===== config.mk =====
export PLATFORM = sky130hd
export DESIGN_NAME = ufis_status_top
export DESIGN_NICKNAME = d
export VERILOG_FILES = /design/src/hdl/ufis_pkg.sv /design/src/hdl/ufis_fill_ctr.sv /design/src/hdl/ufis_rx_chk.sv /design/src/hdl/ufis_status_top.sv
export VERILOG_INCLUDE_DIRS = /design/src /design/src/hdl
export SDC_FILE = /design/constraint.sdc
export NUM_CORES = 1
export LEC_CHECK = 0
export BUFFER_PORTS_ARGS = -buffer_cell sky130_fd_sc_hd__buf_2
export CAP_MARGIN = 20
export CORE_ASPECT_RATIO = 2
export CORE_MARGIN = 2
export CORE_UTILIZATION = 50
export CTS_BUF_LIST = sky130_fd_sc_hd__clkbuf_4
export CTS_CLUSTER_DIAMETER = 60
export DETAILED_ROUTE_END_ITERATION = 8
export GPL_TIMING_DRIVEN = 0
export HOLD_SLACK_MARGIN = 0.05
export PLACE_DENSITY_LB_ADDON = 0.1
export REMOVE_ABC_BUFFERS = 1
export SETUP_SLACK_MARGIN = 0.05
export SYNTH_ARGS = -nofsm -noshare
export SYNTH_HDL_FRONTEND = slang
export SYNTH_SLANG_ARGS = --single-unit
export TNS_END_PERCENT = 20

===== constraint.sdc =====
create_clock -name clk -period 2.7 [get_ports clk]
set_input_delay 0.405 -clock clk [delete_from_list [all_inputs] [get_ports clk]]
set_output_delay 0.405 -clock clk [all_outputs]
set_load 0.005 [all_outputs]

===== src/hdl/ufis_map.svh =====
/*
 * Register map, field positions, reset values and fixed sizes of the
 * UART FIFO and interrupt status block.
 * Assumes byte addressing on the register bus, one 32-bit word per register.
 */
`ifndef UFIS_MAP_SVH
`define UFIS_MAP_SVH

// ****************************************************************
// Register offsets (byte addresses)
// ****************************************************************
`define UFIS_OFS_FIFO_STS 8'h18
`define UFIS_OFS_INT_STS 8'h1C
`define UFIS_OFS_CTRL 8'h20

// ****************************************************************
// FIFO status fields
// ****************************************************************
`define UFIS_FS_TX_EMPTYF 28
`define UFIS_FS_TX_OVF 24
`define UFIS_FS_TX_FULL 23
`define UFIS_FS_TX_EMPTY 22
`define UFIS_FS_TX_CNT_LO 16
`define UFIS_FS_RX_FULL 15
`define UFIS_FS_RX_EMPTY 14
`define UFIS_FS_RX_CNT_LO 8
`define UFIS_FS_BRK 6
`define UFIS_FS_FE 5
`define UFIS_FS_PE 4
`define UFIS_FS_RX_OVF 0

// ****************************************************************
// Interrupt status fields
// ****************************************************************
`define UFIS_IS_DLIN_INT 31
`define UFIS_IS_DBERR_INT 29
`define UFIS_IS_DTO_INT 28
`define UFIS_IS_DMODEM_INT 27
`define UFIS_IS_DRLS_INT 26
`define UFIS_IS_DLIN_IF 23
`define UFIS_IS_DBERR_IF 21
`define UFIS_IS_DTO_IF 20
`define UFIS_IS_DMODEM_IF 19
`define UFIS_IS_DRLS_IF 18
`define UFIS_IS_BERR_INT 13
`define UFIS_IS_BERR_IF 5
`define UFIS_IS_THRE_IF 1

// ****************************************************************
// Control register fields
// ****************************************************************
`define UFIS_CT_DMA_RX_EN 0
`define UFIS_CT_DMA_TX_EN 1
`define UFIS_CT_BERR_IEN 2
`define UFIS_CT_PAR_EN 3
`define UFIS_CT_PAR_ODD 4

// ****************************************************************
// Reset values and sizes
// ****************************************************************
`define UFIS_RST_INT_STS 32'h0000_0002
`define UFIS_RST_FIFO_STS 32'h1040_4000
`define UFIS_RST_CTRL 5'h00
`define UFIS_FIFO_DEPTH 6'h10
`define UFIS_DATA_BITS 4'h8
`define UFIS_FRAME_NOPAR 4'hA
`define UFIS_FRAME_PAR 4'hB

`endif


===== src/hdl/ufis_pkg.sv =====
/*
 * Types shared by the status block and its helpers.
 * Assumes ufis_map.svh supplies all numeric constants.
 */
package ufis_pkg;

  // ****************************************************************
  // Software control bits
  // ****************************************************************
  typedef struct packed {
    logic par_odd;
    logic par_en;
    logic buffer_error_irq_enable;
    logic dma_tx_enable;
    logic dma_rx_enable;
  } ufis_ctrl_s;

  // ****************************************************************
  // Receive line events, each a one-cycle pulse
  // ****************************************************************
  typedef struct packed {
    logic done;
    logic par_err;
    logic frm_err;
    logic brk;
  } ufis_rx_evt_s;

  // Receiver states, one-hot
  typedef enum logic [3:0] {
    UFIS_IDLE = 4'b0001,
    UFIS_DATA = 4'b0010,
    UFIS_PAR = 4'b0100,
    UFIS_STOP = 4'b1000
  } ufis_rx_state_e;

endpackage


===== src/hdl/ufis_fill_ctr.sv =====
/*
 * Fill counter of one byte FIFO: tracks occupancy, flags full and empty,
 * and reports a push refused because the FIFO is full.
 * Assumes push and pop are one-cycle strobes in the clk domain.
 */
`include "ufis_map.svh"

module ufis_fill_ctr
  import ufis_pkg::*;
(
  // Clock and reset
  input wire logic clk,
  input wire logic rst_n,
  // Events
  input wire logic push,
  input wire logic pop,
  // Status
  output logic [5:0] count,
  output logic full,
  output logic empty,
  output logic overflow
);

  logic [5:0] count_r;
  logic [5:0] count_nxt;
  logic do_push;
  logic do_pop;

  // A pop in the same cycle makes room, so that push is still taken
  assign do_pop = pop & (count_r != 6'h00);
  assign do_push = push & ((count_r != `UFIS_FIFO_DEPTH) | do_pop);
  assign overflow = push & ~do_push;
  assign count_nxt = count_r + {5'h00, do_push} - {5'h00, do_pop};

  // Occupancy register
  always_ff @(posedge clk or negedge rst_n) begin
    if (!rst_n) begin
      count_r <= 6'h00;
    end else begin
      count_r <= count_nxt;
    end
  end

  assign count = count_r;
  assign full = (count_r == `UFIS_FIFO_DEPTH);
  assign empty = (count_r == 6'h00);

endmodule // ufis_fill_ctr


===== src/hdl/ufis_rx_chk.sv =====
/*
 * Receive character checker: frames 8 data bits, optional parity and one
 * stop bit, and reports completion, parity, framing and break events.
 * Assumes bit_tick pulses once per bit period at the bit centre.
 */
`include "ufis_map.svh"

module ufis_rx_chk
  import ufis_pkg::*;
(
  // Clock and reset
  input wire logic clk,
  input wire logic rst_n,
  // Line and timing
  input wire logic rx_line,
  input wire logic bit_tick,
  input wire logic par_en,
  input wire logic par_odd,
  // Results
  output ufis_rx_evt_s evt,
  output logic [7:0] rx_byte
);

  ufis_rx_state_e st_r;
  ufis_rx_state_e st_nxt;
  logic [7:0] shf_r;
  logic [3:0] bit_r;
  logic par_r;
  logic [3:0] low_r;
  logic brk_done_r;
  logic [3:0] frame_len;
  logic par_bad;
  logic stop_tick;

  // Frame state sequencing
  always_comb begin
    st_nxt = st_r;
    unique case (st_r)
      UFIS_IDLE: if (bit_tick && !rx_line) st_nxt = UFIS_DATA;
      UFIS_DATA: if (bit_tick && bit_r == `UFIS_DATA_BITS - 4'h1) st_nxt = par_en ? UFIS_PAR : UFIS_STOP;
      UFIS_PAR: if (bit_tick) st_nxt = UFIS_STOP;
      UFIS_STOP: if (bit_tick) st_nxt = UFIS_IDLE;
    endcase
  end

  assign stop_tick = bit_tick & (st_r == UFIS_STOP);
  assign par_bad = par_en & ((^shf_r ^ par_r) != par_odd);
  assign frame_len = par_en ? `UFIS_FRAME_PAR : `UFIS_FRAME_NOPAR;

  // Shift data LSB first and count bits
  always_ff @(posedge clk or negedge rst_n) begin
    if (!rst_n) begin
      st_r <= UFIS_IDLE;
      shf_r <= 8'h00;
      bit_r <= 4'h0;
      par_r <= 1'b0;
    end else begin
      st_r <= st_nxt;
      if (bit_tick && st_r == UFIS_DATA) begin
        shf_r <= {rx_line, shf_r[7:1]};
        bit_r <= bit_r + 4'h1;
      end else if (st_r == UFIS_IDLE) begin
        bit_r <= 4'h0;
      end
      if (bit_tick && st_r == UFIS_PAR) par_r <= rx_line;
    end
  end

  // Low-time counter: break needs more than one whole frame of space
  always_ff @(posedge clk or negedge rst_n) begin
    if (!rst_n) begin
      low_r <= 4'h0;
      brk_done_r <= 1'b0;
    end else if (rx_line) begin
      low_r <= 4'h0;
      brk_done_r <= 1'b0;
    end else if (bit_tick && !brk_done_r) begin
      low_r <= low_r + 4'h1;
      brk_done_r <= (low_r == frame_len); // [RL5]
    end
  end

  // Events are pulses; the received byte is held until the next one
  always_ff @(posedge clk or negedge rst_n) begin
    if (!rst_n) begin
      evt <= '0;
      rx_byte <= 8'h00;
    end else begin
      evt.done <= stop_tick;
      evt.frm_err <= stop_tick & ~rx_line; // [RL6]
      evt.par_err <= stop_tick & par_bad; // [RL7]
      evt.brk <= bit_tick & ~rx_line & ~brk_done_r & (low_r == frame_len); // [RL5]
      if (stop_tick) rx_byte <= shf_r;
    end
  end

endmodule // ufis_rx_chk


===== src/hdl/ufis_status_top.sv =====
/*
 * UART FIFO and interrupt status block: FIFO fill tracking, receive line
 * error flags, overflow flags and DMA-mode interrupt indicators, with the
 * status reached over an Avalon-MM slave with waitrequest.
 * Assumes the data register, transmit shift register and baud generator sit
 * outside and report their events as one-cycle strobes on clk.
 */
// Added by the designer: the Avalon-MM register port.
// Overview of operation
// RL1: tx count up on write, down on load
// RL2: rx full reads one only when full
// RL3: rx empty sets on last read, clears on receive
// RL4: rx count tracks bytes available to read
// RL5: break flag after low beyond frame time
// RL6: framing flag on stop bit sampled low
// RL7: parity flag on bad parity, write-one clears
// RL8: rx overflow on byte into full FIFO
// RL9: overflow raises buffer error and enabled irq
// RL10: interrupt status at 0x1C resets to 0x2
// RL11: DMA break irq is flag and DMA enable
// RL12: DMA buffer irq is flag and DMA enable
// RL13: DMA timeout irq is flag and DMA enable
// RL14: DMA modem irq is flag and DMA enable
// RL15: DMA line irq is flag and DMA enable
// RL16: DMA break flag set by LIN detect
// RL17: DMA buffer flag follows either overflow flag
// RL18: DMA line flag follows break, framing, parity
// RL19: buffer irq is enable and buffer flag
// RL20: reserved bits read zero, writes ignored
// RL21: zero writes keep flags, read-only ignore writes
`include "ufis_map.svh"

module ufis_status_top
  import ufis_pkg::*;
(
  // Clock and reset
  input wire logic clk,
  input wire logic rst_n,
  // Avalon-MM slave
  input wire logic [7:0] avs_address,
  input wire logic avs_read,
  input wire logic avs_write,
  input wire logic [31:0] avs_writedata,
  input wire logic [3:0] avs_byteenable,
  output logic [31:0] avs_readdata,
  output logic avs_waitrequest,
  // Transmit path strobes and shift-busy level
  input wire logic tx_wr_stb,
  input wire logic tx_load_stb,
  input wire logic tx_shift_busy,
  // Receive path
  input wire logic rx_rd_stb,
  input wire logic rx_line,
  input wire logic bit_tick,
  output logic [7:0] rx_byte,
  output logic rx_byte_stb,
  // Other event sources
  input wire logic lin_break_det,
  input wire logic rx_timeout_in,
  input wire logic modem_change_in,
  // Interrupt requests
  output logic buffer_error_irq,
  output logic dma_irq
);

  // ****************************************************************
  // Bus slave
  // ****************************************************************

  logic req;
  logic ack_r;
  logic wr_now;
  logic [31:0] lane_mask;
  logic [31:0] wr_bits;
  logic sel_fifo;
  logic sel_int;
  logic sel_ctrl;
  logic [31:0] rd_mux;

  // One wait state: the answer comes on the cycle after the request
  assign req = avs_read | avs_write;
  assign avs_waitrequest = req & ~ack_r;
  assign wr_now = avs_write & ack_r;

  // Decode on the word address, low two address bits ignored
  assign sel_fifo = (avs_address >> 2 == `UFIS_OFS_FIFO_STS >> 2);
  assign sel_int = (avs_address >> 2 == `UFIS_OFS_INT_STS >> 2);
  assign sel_ctrl = (avs_address >> 2 == `UFIS_OFS_CTRL >> 2);

  // Byte enables widen to a bit mask per lane
  genvar gl;
  generate
    for (gl = 0; gl < 4; gl++) begin : g_lane
      assign lane_mask[gl*8 +: 8] = {8{avs_byteenable[gl]}};
    end
  endgenerate

  // Only enabled lanes of the write data can clear anything
  assign wr_bits = avs_writedata & lane_mask;

  // Acknowledge toggles so that a held request is answered once
  always_ff @(posedge clk or negedge rst_n) begin
    if (!rst_n) begin
      ack_r <= 1'b0;
    end else begin
      ack_r <= req & ~ack_r;
    end
  end

  // Read data is captured in the wait cycle and stands in the answer cycle
  always_ff @(posedge clk or negedge rst_n) begin
    if (!rst_n) begin
      avs_readdata <= 32'h0000_0000;
    end else if (avs_read && !ack_r) begin
      avs_readdata <= rd_mux;
    end
  end

  // ****************************************************************
  // Control register
  // ****************************************************************

  ufis_ctrl_s ctrl_r;
  logic dma_en;

  // Byte lane 0 holds every control bit
  always_ff @(posedge clk or negedge rst_n) begin
    if (!rst_n) begin
      ctrl_r <= `UFIS_RST_CTRL;
    end else if (wr_now && sel_ctrl && avs_byteenable[0]) begin
      ctrl_r <= avs_writedata[4:0];
    end
  end

  // Either DMA direction arms the DMA-mode indicators
  assign dma_en = ctrl_r.dma_rx_enable | ctrl_r.dma_tx_enable;

  // ****************************************************************
  // FIFO fill tracking
  // ****************************************************************

  logic [5:0] tx_fill_count;
  logic tx_full;
  logic tx_empty;
  logic tx_ovf_evt;
  logic [5:0] rx_fill_count;
  logic rx_fifo_full_flag;
  logic rx_cnt_empty;
  logic rx_ovf_evt;
  ufis_rx_evt_s rx_evt;

  // Transmit occupancy: CPU writes in, shift-register loads out
  ufis_fill_ctr u_tx_fill (
    .clk(clk),
    .rst_n(rst_n),
    .push(tx_wr_stb), // [RL1]
    .pop(tx_load_stb), // [RL1]
    .count(tx_fill_count),
    .full(tx_full),
    .empty(tx_empty),
    .overflow(tx_ovf_evt)
  );

  // Receive occupancy: line bytes in, CPU reads out
  ufis_fill_ctr u_rx_fill (
    .clk(clk),
    .rst_n(rst_n),
    .push(rx_evt.done), // [RL4]
    .pop(rx_rd_stb), // [RL4]
    .count(rx_fill_count),
    .full(rx_fifo_full_flag), // [RL2]
    .empty(rx_cnt_empty),
    .overflow(rx_ovf_evt) // [RL8]
  );

  // Character framing and line checks
  ufis_rx_chk u_rx_chk (
    .clk(clk),
    .rst_n(rst_n),
    .rx_line(rx_line),
    .bit_tick(bit_tick),
    .par_en(ctrl_r.par_en),
    .par_odd(ctrl_r.par_odd),
    .evt(rx_evt),
    .rx_byte(rx_byte)
  );

  assign rx_byte_stb = rx_evt.done;

  // ****************************************************************
  // Receive empty flag
  // ****************************************************************

  logic rx_fifo_empty_flag_r;
  logic rx_fifo_empty_flag_nxt;

  // New data wins over a read of the last byte in the same cycle
  assign rx_fifo_empty_flag_nxt = rx_evt.done ? 1'b0 : // [RL3]
    (rx_rd_stb && rx_fill_count == 6'h01) ? 1'b1 : rx_fifo_empty_flag_r; // [RL3]

  always_ff @(posedge clk or negedge rst_n) begin
    if (!rst_n) begin
      rx_fifo_empty_flag_r <= 1'b1;
    end else begin
      rx_fifo_empty_flag_r <= rx_fifo_empty_flag_nxt;
    end
  end

  // ****************************************************************
  // Write-one-to-clear flags
  // ****************************************************************

  logic clr_fifo;
  logic clr_int;
  logic line_break_flag_r;
  logic framing_error_flag_r;
  logic parity_error_flag_r;
  logic rx_overflow_flag_r;
  logic tx_overflow_flag_r;
  logic dma_lin_break_flag_r;
  logic line_break_flag_nxt;
  logic framing_error_flag_nxt;
  logic parity_error_flag_nxt;
  logic rx_overflow_flag_nxt;
  logic tx_overflow_flag_nxt;
  logic dma_lin_break_flag_nxt;

  assign clr_fifo = wr_now & sel_fifo;
  assign clr_int = wr_now & sel_int;

  // Set wins over clear, so an event in the clearing cycle survives
  assign line_break_flag_nxt = rx_evt.brk | // [RL5]
    (line_break_flag_r & ~(clr_fifo & wr_bits[`UFIS_FS_BRK])); // [RL21]
  assign framing_error_flag_nxt = rx_evt.frm_err | // [RL6]
    (framing_error_flag_r & ~(clr_fifo & wr_bits[`UFIS_FS_FE])); // [RL21]
  assign parity_error_flag_nxt = rx_evt.par_err | // [RL7]
    (parity_error_flag_r & ~(clr_fifo & wr_bits[`UFIS_FS_PE])); // [RL21]
  assign rx_overflow_flag_nxt = rx_ovf_evt | // [RL8]
    (rx_overflow_flag_r & ~(clr_fifo & wr_bits[`UFIS_FS_RX_OVF])); // [RL21]
  assign tx_overflow_flag_nxt = tx_ovf_evt |
    (tx_overflow_flag_r & ~(clr_fifo & wr_bits[`UFIS_FS_TX_OVF])); // [RL21]
  assign dma_lin_break_flag_nxt = lin_break_det | // [RL16]
    (dma_lin_break_flag_r & ~(clr_int & wr_bits[`UFIS_IS_DLIN_IF])); // [RL16]

  // Flag registers
  always_ff @(posedge clk or negedge rst_n) begin
    if (!rst_n) begin
      line_break_flag_r <= 1'b0;
      framing_error_flag_r <= 1'b0;
      parity_error_flag_r <= 1'b0;
      rx_overflow_flag_r <= 1'b0;
      tx_overflow_flag_r <= 1'b0;
      dma_lin_break_flag_r <= 1'b0;
    end else begin
      line_break_flag_r <= line_break_flag_nxt;
      framing_error_flag_r <= framing_error_flag_nxt;
      parity_error_flag_r <= parity_error_flag_nxt;
      rx_overflow_flag_r <= rx_overflow_flag_nxt;
      tx_overflow_flag_r <= tx_overflow_flag_nxt;
      dma_lin_break_flag_r <= dma_lin_break_flag_nxt;
    end
  end

  // ****************************************************************
  // Derived flags and indicators
  // ****************************************************************

  logic buffer_error_flag;
  logic dma_buffer_error_flag;
  logic dma_line_status_flag;
  logic dma_rx_timeout_flag;
  logic dma_modem_flag;
  logic tx_holding_empty_flag;
  logic dma_lin_break_irq;
  logic dma_buffer_error_irq;
  logic dma_rx_timeout_irq;
  logic dma_modem_irq;
  logic dma_line_status_irq;

  // Level flags follow their sources, so they clear with them
  assign buffer_error_flag = rx_overflow_flag_r | tx_overflow_flag_r; // [RL9]
  assign dma_buffer_error_flag = rx_overflow_flag_r | tx_overflow_flag_r; // [RL17]
  assign dma_line_status_flag = line_break_flag_r | framing_error_flag_r | parity_error_flag_r; // [RL18]
  assign dma_rx_timeout_flag = rx_timeout_in;
  assign dma_modem_flag = modem_change_in;
  assign tx_holding_empty_flag = tx_empty;

  // Indicators gate each flag by its enable
  assign buffer_error_irq = ctrl_r.buffer_error_irq_enable & buffer_error_flag; // [RL9] [RL19]
  assign dma_lin_break_irq = dma_lin_break_flag_r & dma_en; // [RL11]
  assign dma_buffer_error_irq = dma_buffer_error_flag & dma_en; // [RL12]
  assign dma_rx_timeout_irq = dma_rx_timeout_flag & dma_en; // [RL13]
  assign dma_modem_irq = dma_modem_flag & dma_en; // [RL14]
  assign dma_line_status_irq = dma_line_status_flag & dma_en; // [RL15]
  assign dma_irq = dma_lin_break_irq | dma_buffer_error_irq | dma_rx_timeout_irq |
    dma_modem_irq | dma_line_status_irq;

  // ****************************************************************
  // Read-back assembly
  // ****************************************************************

  logic [31:0] fifo_sts;
  logic [31:0] int_sts;
  logic [31:0] ctrl_rd;

  // Unlisted positions stay zero and hold no state
  always_comb begin
    fifo_sts = 32'h0000_0000; // [RL20]
    fifo_sts[`UFIS_FS_TX_EMPTYF] = tx_empty & ~tx_shift_busy;
    fifo_sts[`UFIS_FS_TX_OVF] = tx_overflow_flag_r;
    fifo_sts[`UFIS_FS_TX_FULL] = tx_full;
    fifo_sts[`UFIS_FS_TX_EMPTY] = tx_empty;
    fifo_sts[`UFIS_FS_TX_CNT_LO +: 6] = tx_fill_count; // [RL1]
    fifo_sts[`UFIS_FS_RX_FULL] = rx_fifo_full_flag; // [RL2]
    fifo_sts[`UFIS_FS_RX_EMPTY] = rx_fifo_empty_flag_r; // [RL3]
    fifo_sts[`UFIS_FS_RX_CNT_LO +: 6] = rx_fill_count; // [RL4]
    fifo_sts[`UFIS_FS_BRK] = line_break_flag_r;
    fifo_sts[`UFIS_FS_FE] = framing_error_flag_r;
    fifo_sts[`UFIS_FS_PE] = parity_error_flag_r;
    fifo_sts[`UFIS_FS_RX_OVF] = rx_overflow_flag_r;
  end

  // Only the holding-empty flag is up out of reset
  always_comb begin
    int_sts = 32'h0000_0000; // [RL20]
    int_sts[`UFIS_IS_DLIN_INT] = dma_lin_break_irq;
    int_sts[`UFIS_IS_DBERR_INT] = dma_buffer_error_irq;
    int_sts[`UFIS_IS_DTO_INT] = dma_rx_timeout_irq;
    int_sts[`UFIS_IS_DMODEM_INT] = dma_modem_irq;
    int_sts[`UFIS_IS_DRLS_INT] = dma_line_status_irq;
    int_sts[`UFIS_IS_DLIN_IF] = dma_lin_break_flag_r;
    int_sts[`UFIS_IS_DBERR_IF] = dma_buffer_error_flag;
    int_sts[`UFIS_IS_DTO_IF] = dma_rx_timeout_flag;
    int_sts[`UFIS_IS_DMODEM_IF] = dma_modem_flag;
    int_sts[`UFIS_IS_DRLS_IF] = dma_line_status_flag;
    int_sts[`UFIS_IS_BERR_INT] = buffer_error_irq;
    int_sts[`UFIS_IS_BERR_IF] = buffer_error_flag;
    int_sts[`UFIS_IS_THRE_IF] = tx_holding_empty_flag; // [RL10]
  end

  assign ctrl_rd = {27'h000_0000, ctrl_r};

  // Unmapped addresses read zero and swallow writes
  assign rd_mux = sel_fifo ? fifo_sts :
    sel_int ? int_sts : // [RL10]
    sel_ctrl ? ctrl_rd : 32'h0000_0000; // [RL20]

endmodule // ufis_status_top


==> metrics.txt <==
status=finished clean; GRT Total Usage=20.7%; CTS tree=yes; clock power share=15.7%; Worst EP arrival=2870 ps; Period Utilization, post-route=94.6%; final hold vios=0; Worst setup SP type=flop; Worst path slowest cell=dfrtp_1; CP top delay family=compound AO/OA/AOI/OAI gates; Pint=2.88 mW; fin util=59.3%; largest area contributor in the netlist=dfrtp_1; Reg2Reg Depth=11; layout cells sized above 1=27.9%; Crit Path Class=reg2reg; WHS Path Cells=2; yosys warns=0; drc violations=0; # Max-Cap Violations=0; syn avg cell area=11.1 µm²; switching pwr=1.61 mW; die height=134 µm; post-place setup slack=-101 ps; largest net degree at the start of global routing=61; DRT Pass-1 Iters=4; Post-synth ARST share=100%; commonest cells after routing, fill and taps aside=86 x dfrtp_1, 70 x buf_2, 35 x nor2_1; CTS Buf Count=9; Finished Layout Cells=561; Tightest Pin Transition=1040 ps; fmax=391 MHz; combinational share of power=42.0%; Synth Instances=382; crit path capture type=flop; Sw Share=35.9%; Max VDD drop=0.533 mV; CP max FO=5; grt ovf=0; Fin Hold WS=142 ps; Synth cell types=60; largest cells by area after synthesis=dfrtp_1 51%, ha_1 5.9%, mux2_2 4.5%, nor2_1 3.1%, nand2_1 3.0%; Final HPWL DP=6.79 mm; post-route ant nets=0; most common cell after layout, fill and taps aside=dfrtp_1; RSZ-0062 raised after global routing=true; leak pwr=2.50 nW; synthesized area=4230 µm²; slowest stage delay, CP=430 ps; die area=9260 µm²; post-route cell area=4880 µm²; initial antenna violation count=1; PortBufs=71; Clk Latency, worst-skew pair=440 ps; stages on the worst setup path=11; clock root buffer=clkbuf_4; gpl congestion=0.814; routed len/inst=16.2 µm; EDFF count, synth=0; Final min period=2550 ps; sequential area share after synthesis=52.1%; setup TNS=0 ps; WP buf/inv=2; Rows=47; 1st-iter DRT viols=170; CTS max path bufs=2; Placed Instances=539; CP required=3020 ps; core area=8230 µm²; final setup fails=0; Area Overhead vs Synth=15.4%; vias in the first global route=3,156; placed cell area=4680 µm²; Synth Flop Type=dfrtp_1; top-area cell type share of the netlist area=50.8%; io pins=101; H-tree lvl count=3; die width=69.1 µm; Hold WC Path Type=in2reg; register bit total from synthesis=88; Initial Utilization=51.4%; Max Slew Vio Count=0; final WL=9.12 mm; Power Density=921 nW/µm²; Worst Slack Setup Final=145 ps; Max transition margin=30.7%; fin nets=538; global-route wire length before repair=15.0 mm; cell chain of the critical path=inv_1 > ha_2 > nand3_4 > and2_1 > ha_1 > inv_1 > ha_1 > a21o_1 > a21oi_2 > nor4b_1 > a2111oi_1; CTS clk-pin slew, worst paths=130 ps; DR vias=3,060; Layout fillers=714; clock sink total=88; sequential power share=42.4%; Final Skew=14.9 ps; Via-to-Cell Ratio=5.45; Final Power=4.50 mW
state kept, by name, indices dropped and copies added, names as in the netlist, 4 cells and up:
| signal | flops |
|---|---|
| avs_readdata | 29 |
| u_rx_chk.rx_byte | 8 |
| u_rx_chk.shf_r | 8 |
| u_rx_fill.count | 6 |
| u_tx_fill.count | 6 |
| ctrl_r | 5 |
| u_rx_chk.bit_r | 4 |
| u_rx_chk.evt | 4 |
| u_rx_chk.low_r | 4 |
| u_rx_chk.st_r | 4 |
power groups by stage:
stage               sequential, mW  clock, mW  combinational, mW
floorplan                     1.87          0               1.35
detailed placement            1.93          0               1.76
global placement              1.92          0               1.69
global route                  1.95      0.784               2.12
finish                        1.90      0.706               1.89
CTS                           1.91      0.734               1.80
routing by layer:
layer,up-vias,global-route usage [%],part of all wire (%)
li1,1489,-,-
met4,0,8.39,2.0
met3,14,5.03,4.1
met5,-,0,0
met2,78,37.0,54
met1,1479,23.5,39
logic make-up after synthesis:
kind of cell / Yosys count / share of synthesized area (%)
simple gates: 122 / 14.7
flops: 88 / 52.1
compound gates: 67 / 11.5
buf+inv: 39 / 3.78
mux: 24 / 6.77
fa+ha+maj: 22 / 6.86
xor+xnor: 19 / 4.26
other cells: 1 / 0.0886
Yosys cell counts (2+ instances only):
cell type   n
nand3b_1    4
fa_1        2
a2bb2oi_1   2
nor4b_1     2
nand2b_1    2
nand4_1     5
ha_1       20
mux2_4      5
nand2_1    34
and2_1      2
inv_1      24
nor3_1      3
a22o_1      5
xor2_1      8
a21o_1      9
nor2_1     35
or3_1       3
and3_1      2
mux2_2     17
nand3_1    14
a221oi_1    5
mux2i_1     2
nor4_1      2
o31ai_1    10
buf_2       2
dfstp_2     2
dfrtp_1    86
buf_4       3
nor2b_1     5
clkbuf_1   10
a21oi_1     8
xnor2_1    10
o21ai_0    12
path summary, 6_finish.rpt:
kind,startpoint,slack (ps),endpoint
worst max register to register,u_tx_fill.count[2]$_DFF_PN0_,150,u_tx_fill.count[5]$_DFF_PN0_
worst min-delay path,lin_break_det,140,dma_lin_break_flag_r$_DFF_PN0_
worst max-delay path,u_tx_fill.count[2]$_DFF_PN0_,150,u_tx_fill.count[5]$_DFF_PN0_
min in group asynchronous,rst_n,420,u_rx_fill.count[3]$_DFF_PN0_
max in group asynchronous,rst_n,1630,rx_fifo_empty_flag_r$_DFFE_PN1P_
worst min register to register,u_rx_chk.evt[2]$_DFF_PN0_,450,parity_error_flag_r$_DFF_PN0_
worst register-to-register path, stage by stage, from the launching register on:
cell	delay (ps)
dfrtp_1	430
inv_1	100
ha_2	220
nand3_4	110
and2_1	180
ha_1	280
inv_1	50
ha_1	220
a21o_1	210
a21oi_2	210
nor4b_1	80
a2111oi_1	350
layout make-up:
| class | instances | area, µm² | share of cell area [%] |
|---|---|---|---|
| clock inverters | 4 | 47.5 | 0.974 |
| well taps | 98 | 123 | 2.51 |
| clock buffers | 10 | 75.1 | 1.54 |
| flip-flops and latches | 88 | 2200 | 45.1 |
| diodes | 1 | 2.50 | 0.0512 |
| inverters | 24 | 90.1 | 1.84 |
| repair buffers | 79 | 440 | 9.02 |
| multi-input cells | 257 | 1900 | 38.9 |
what timing repair did:
item	in CTS	in global routing
buffers inserted	0	6
gates resized for setup	3	3
hold endpoints to repair	27	0
endpoints found under the setup margin	2	3
hold buffers	1	0
No activity file was read; power rests on OpenSTA's default activity.
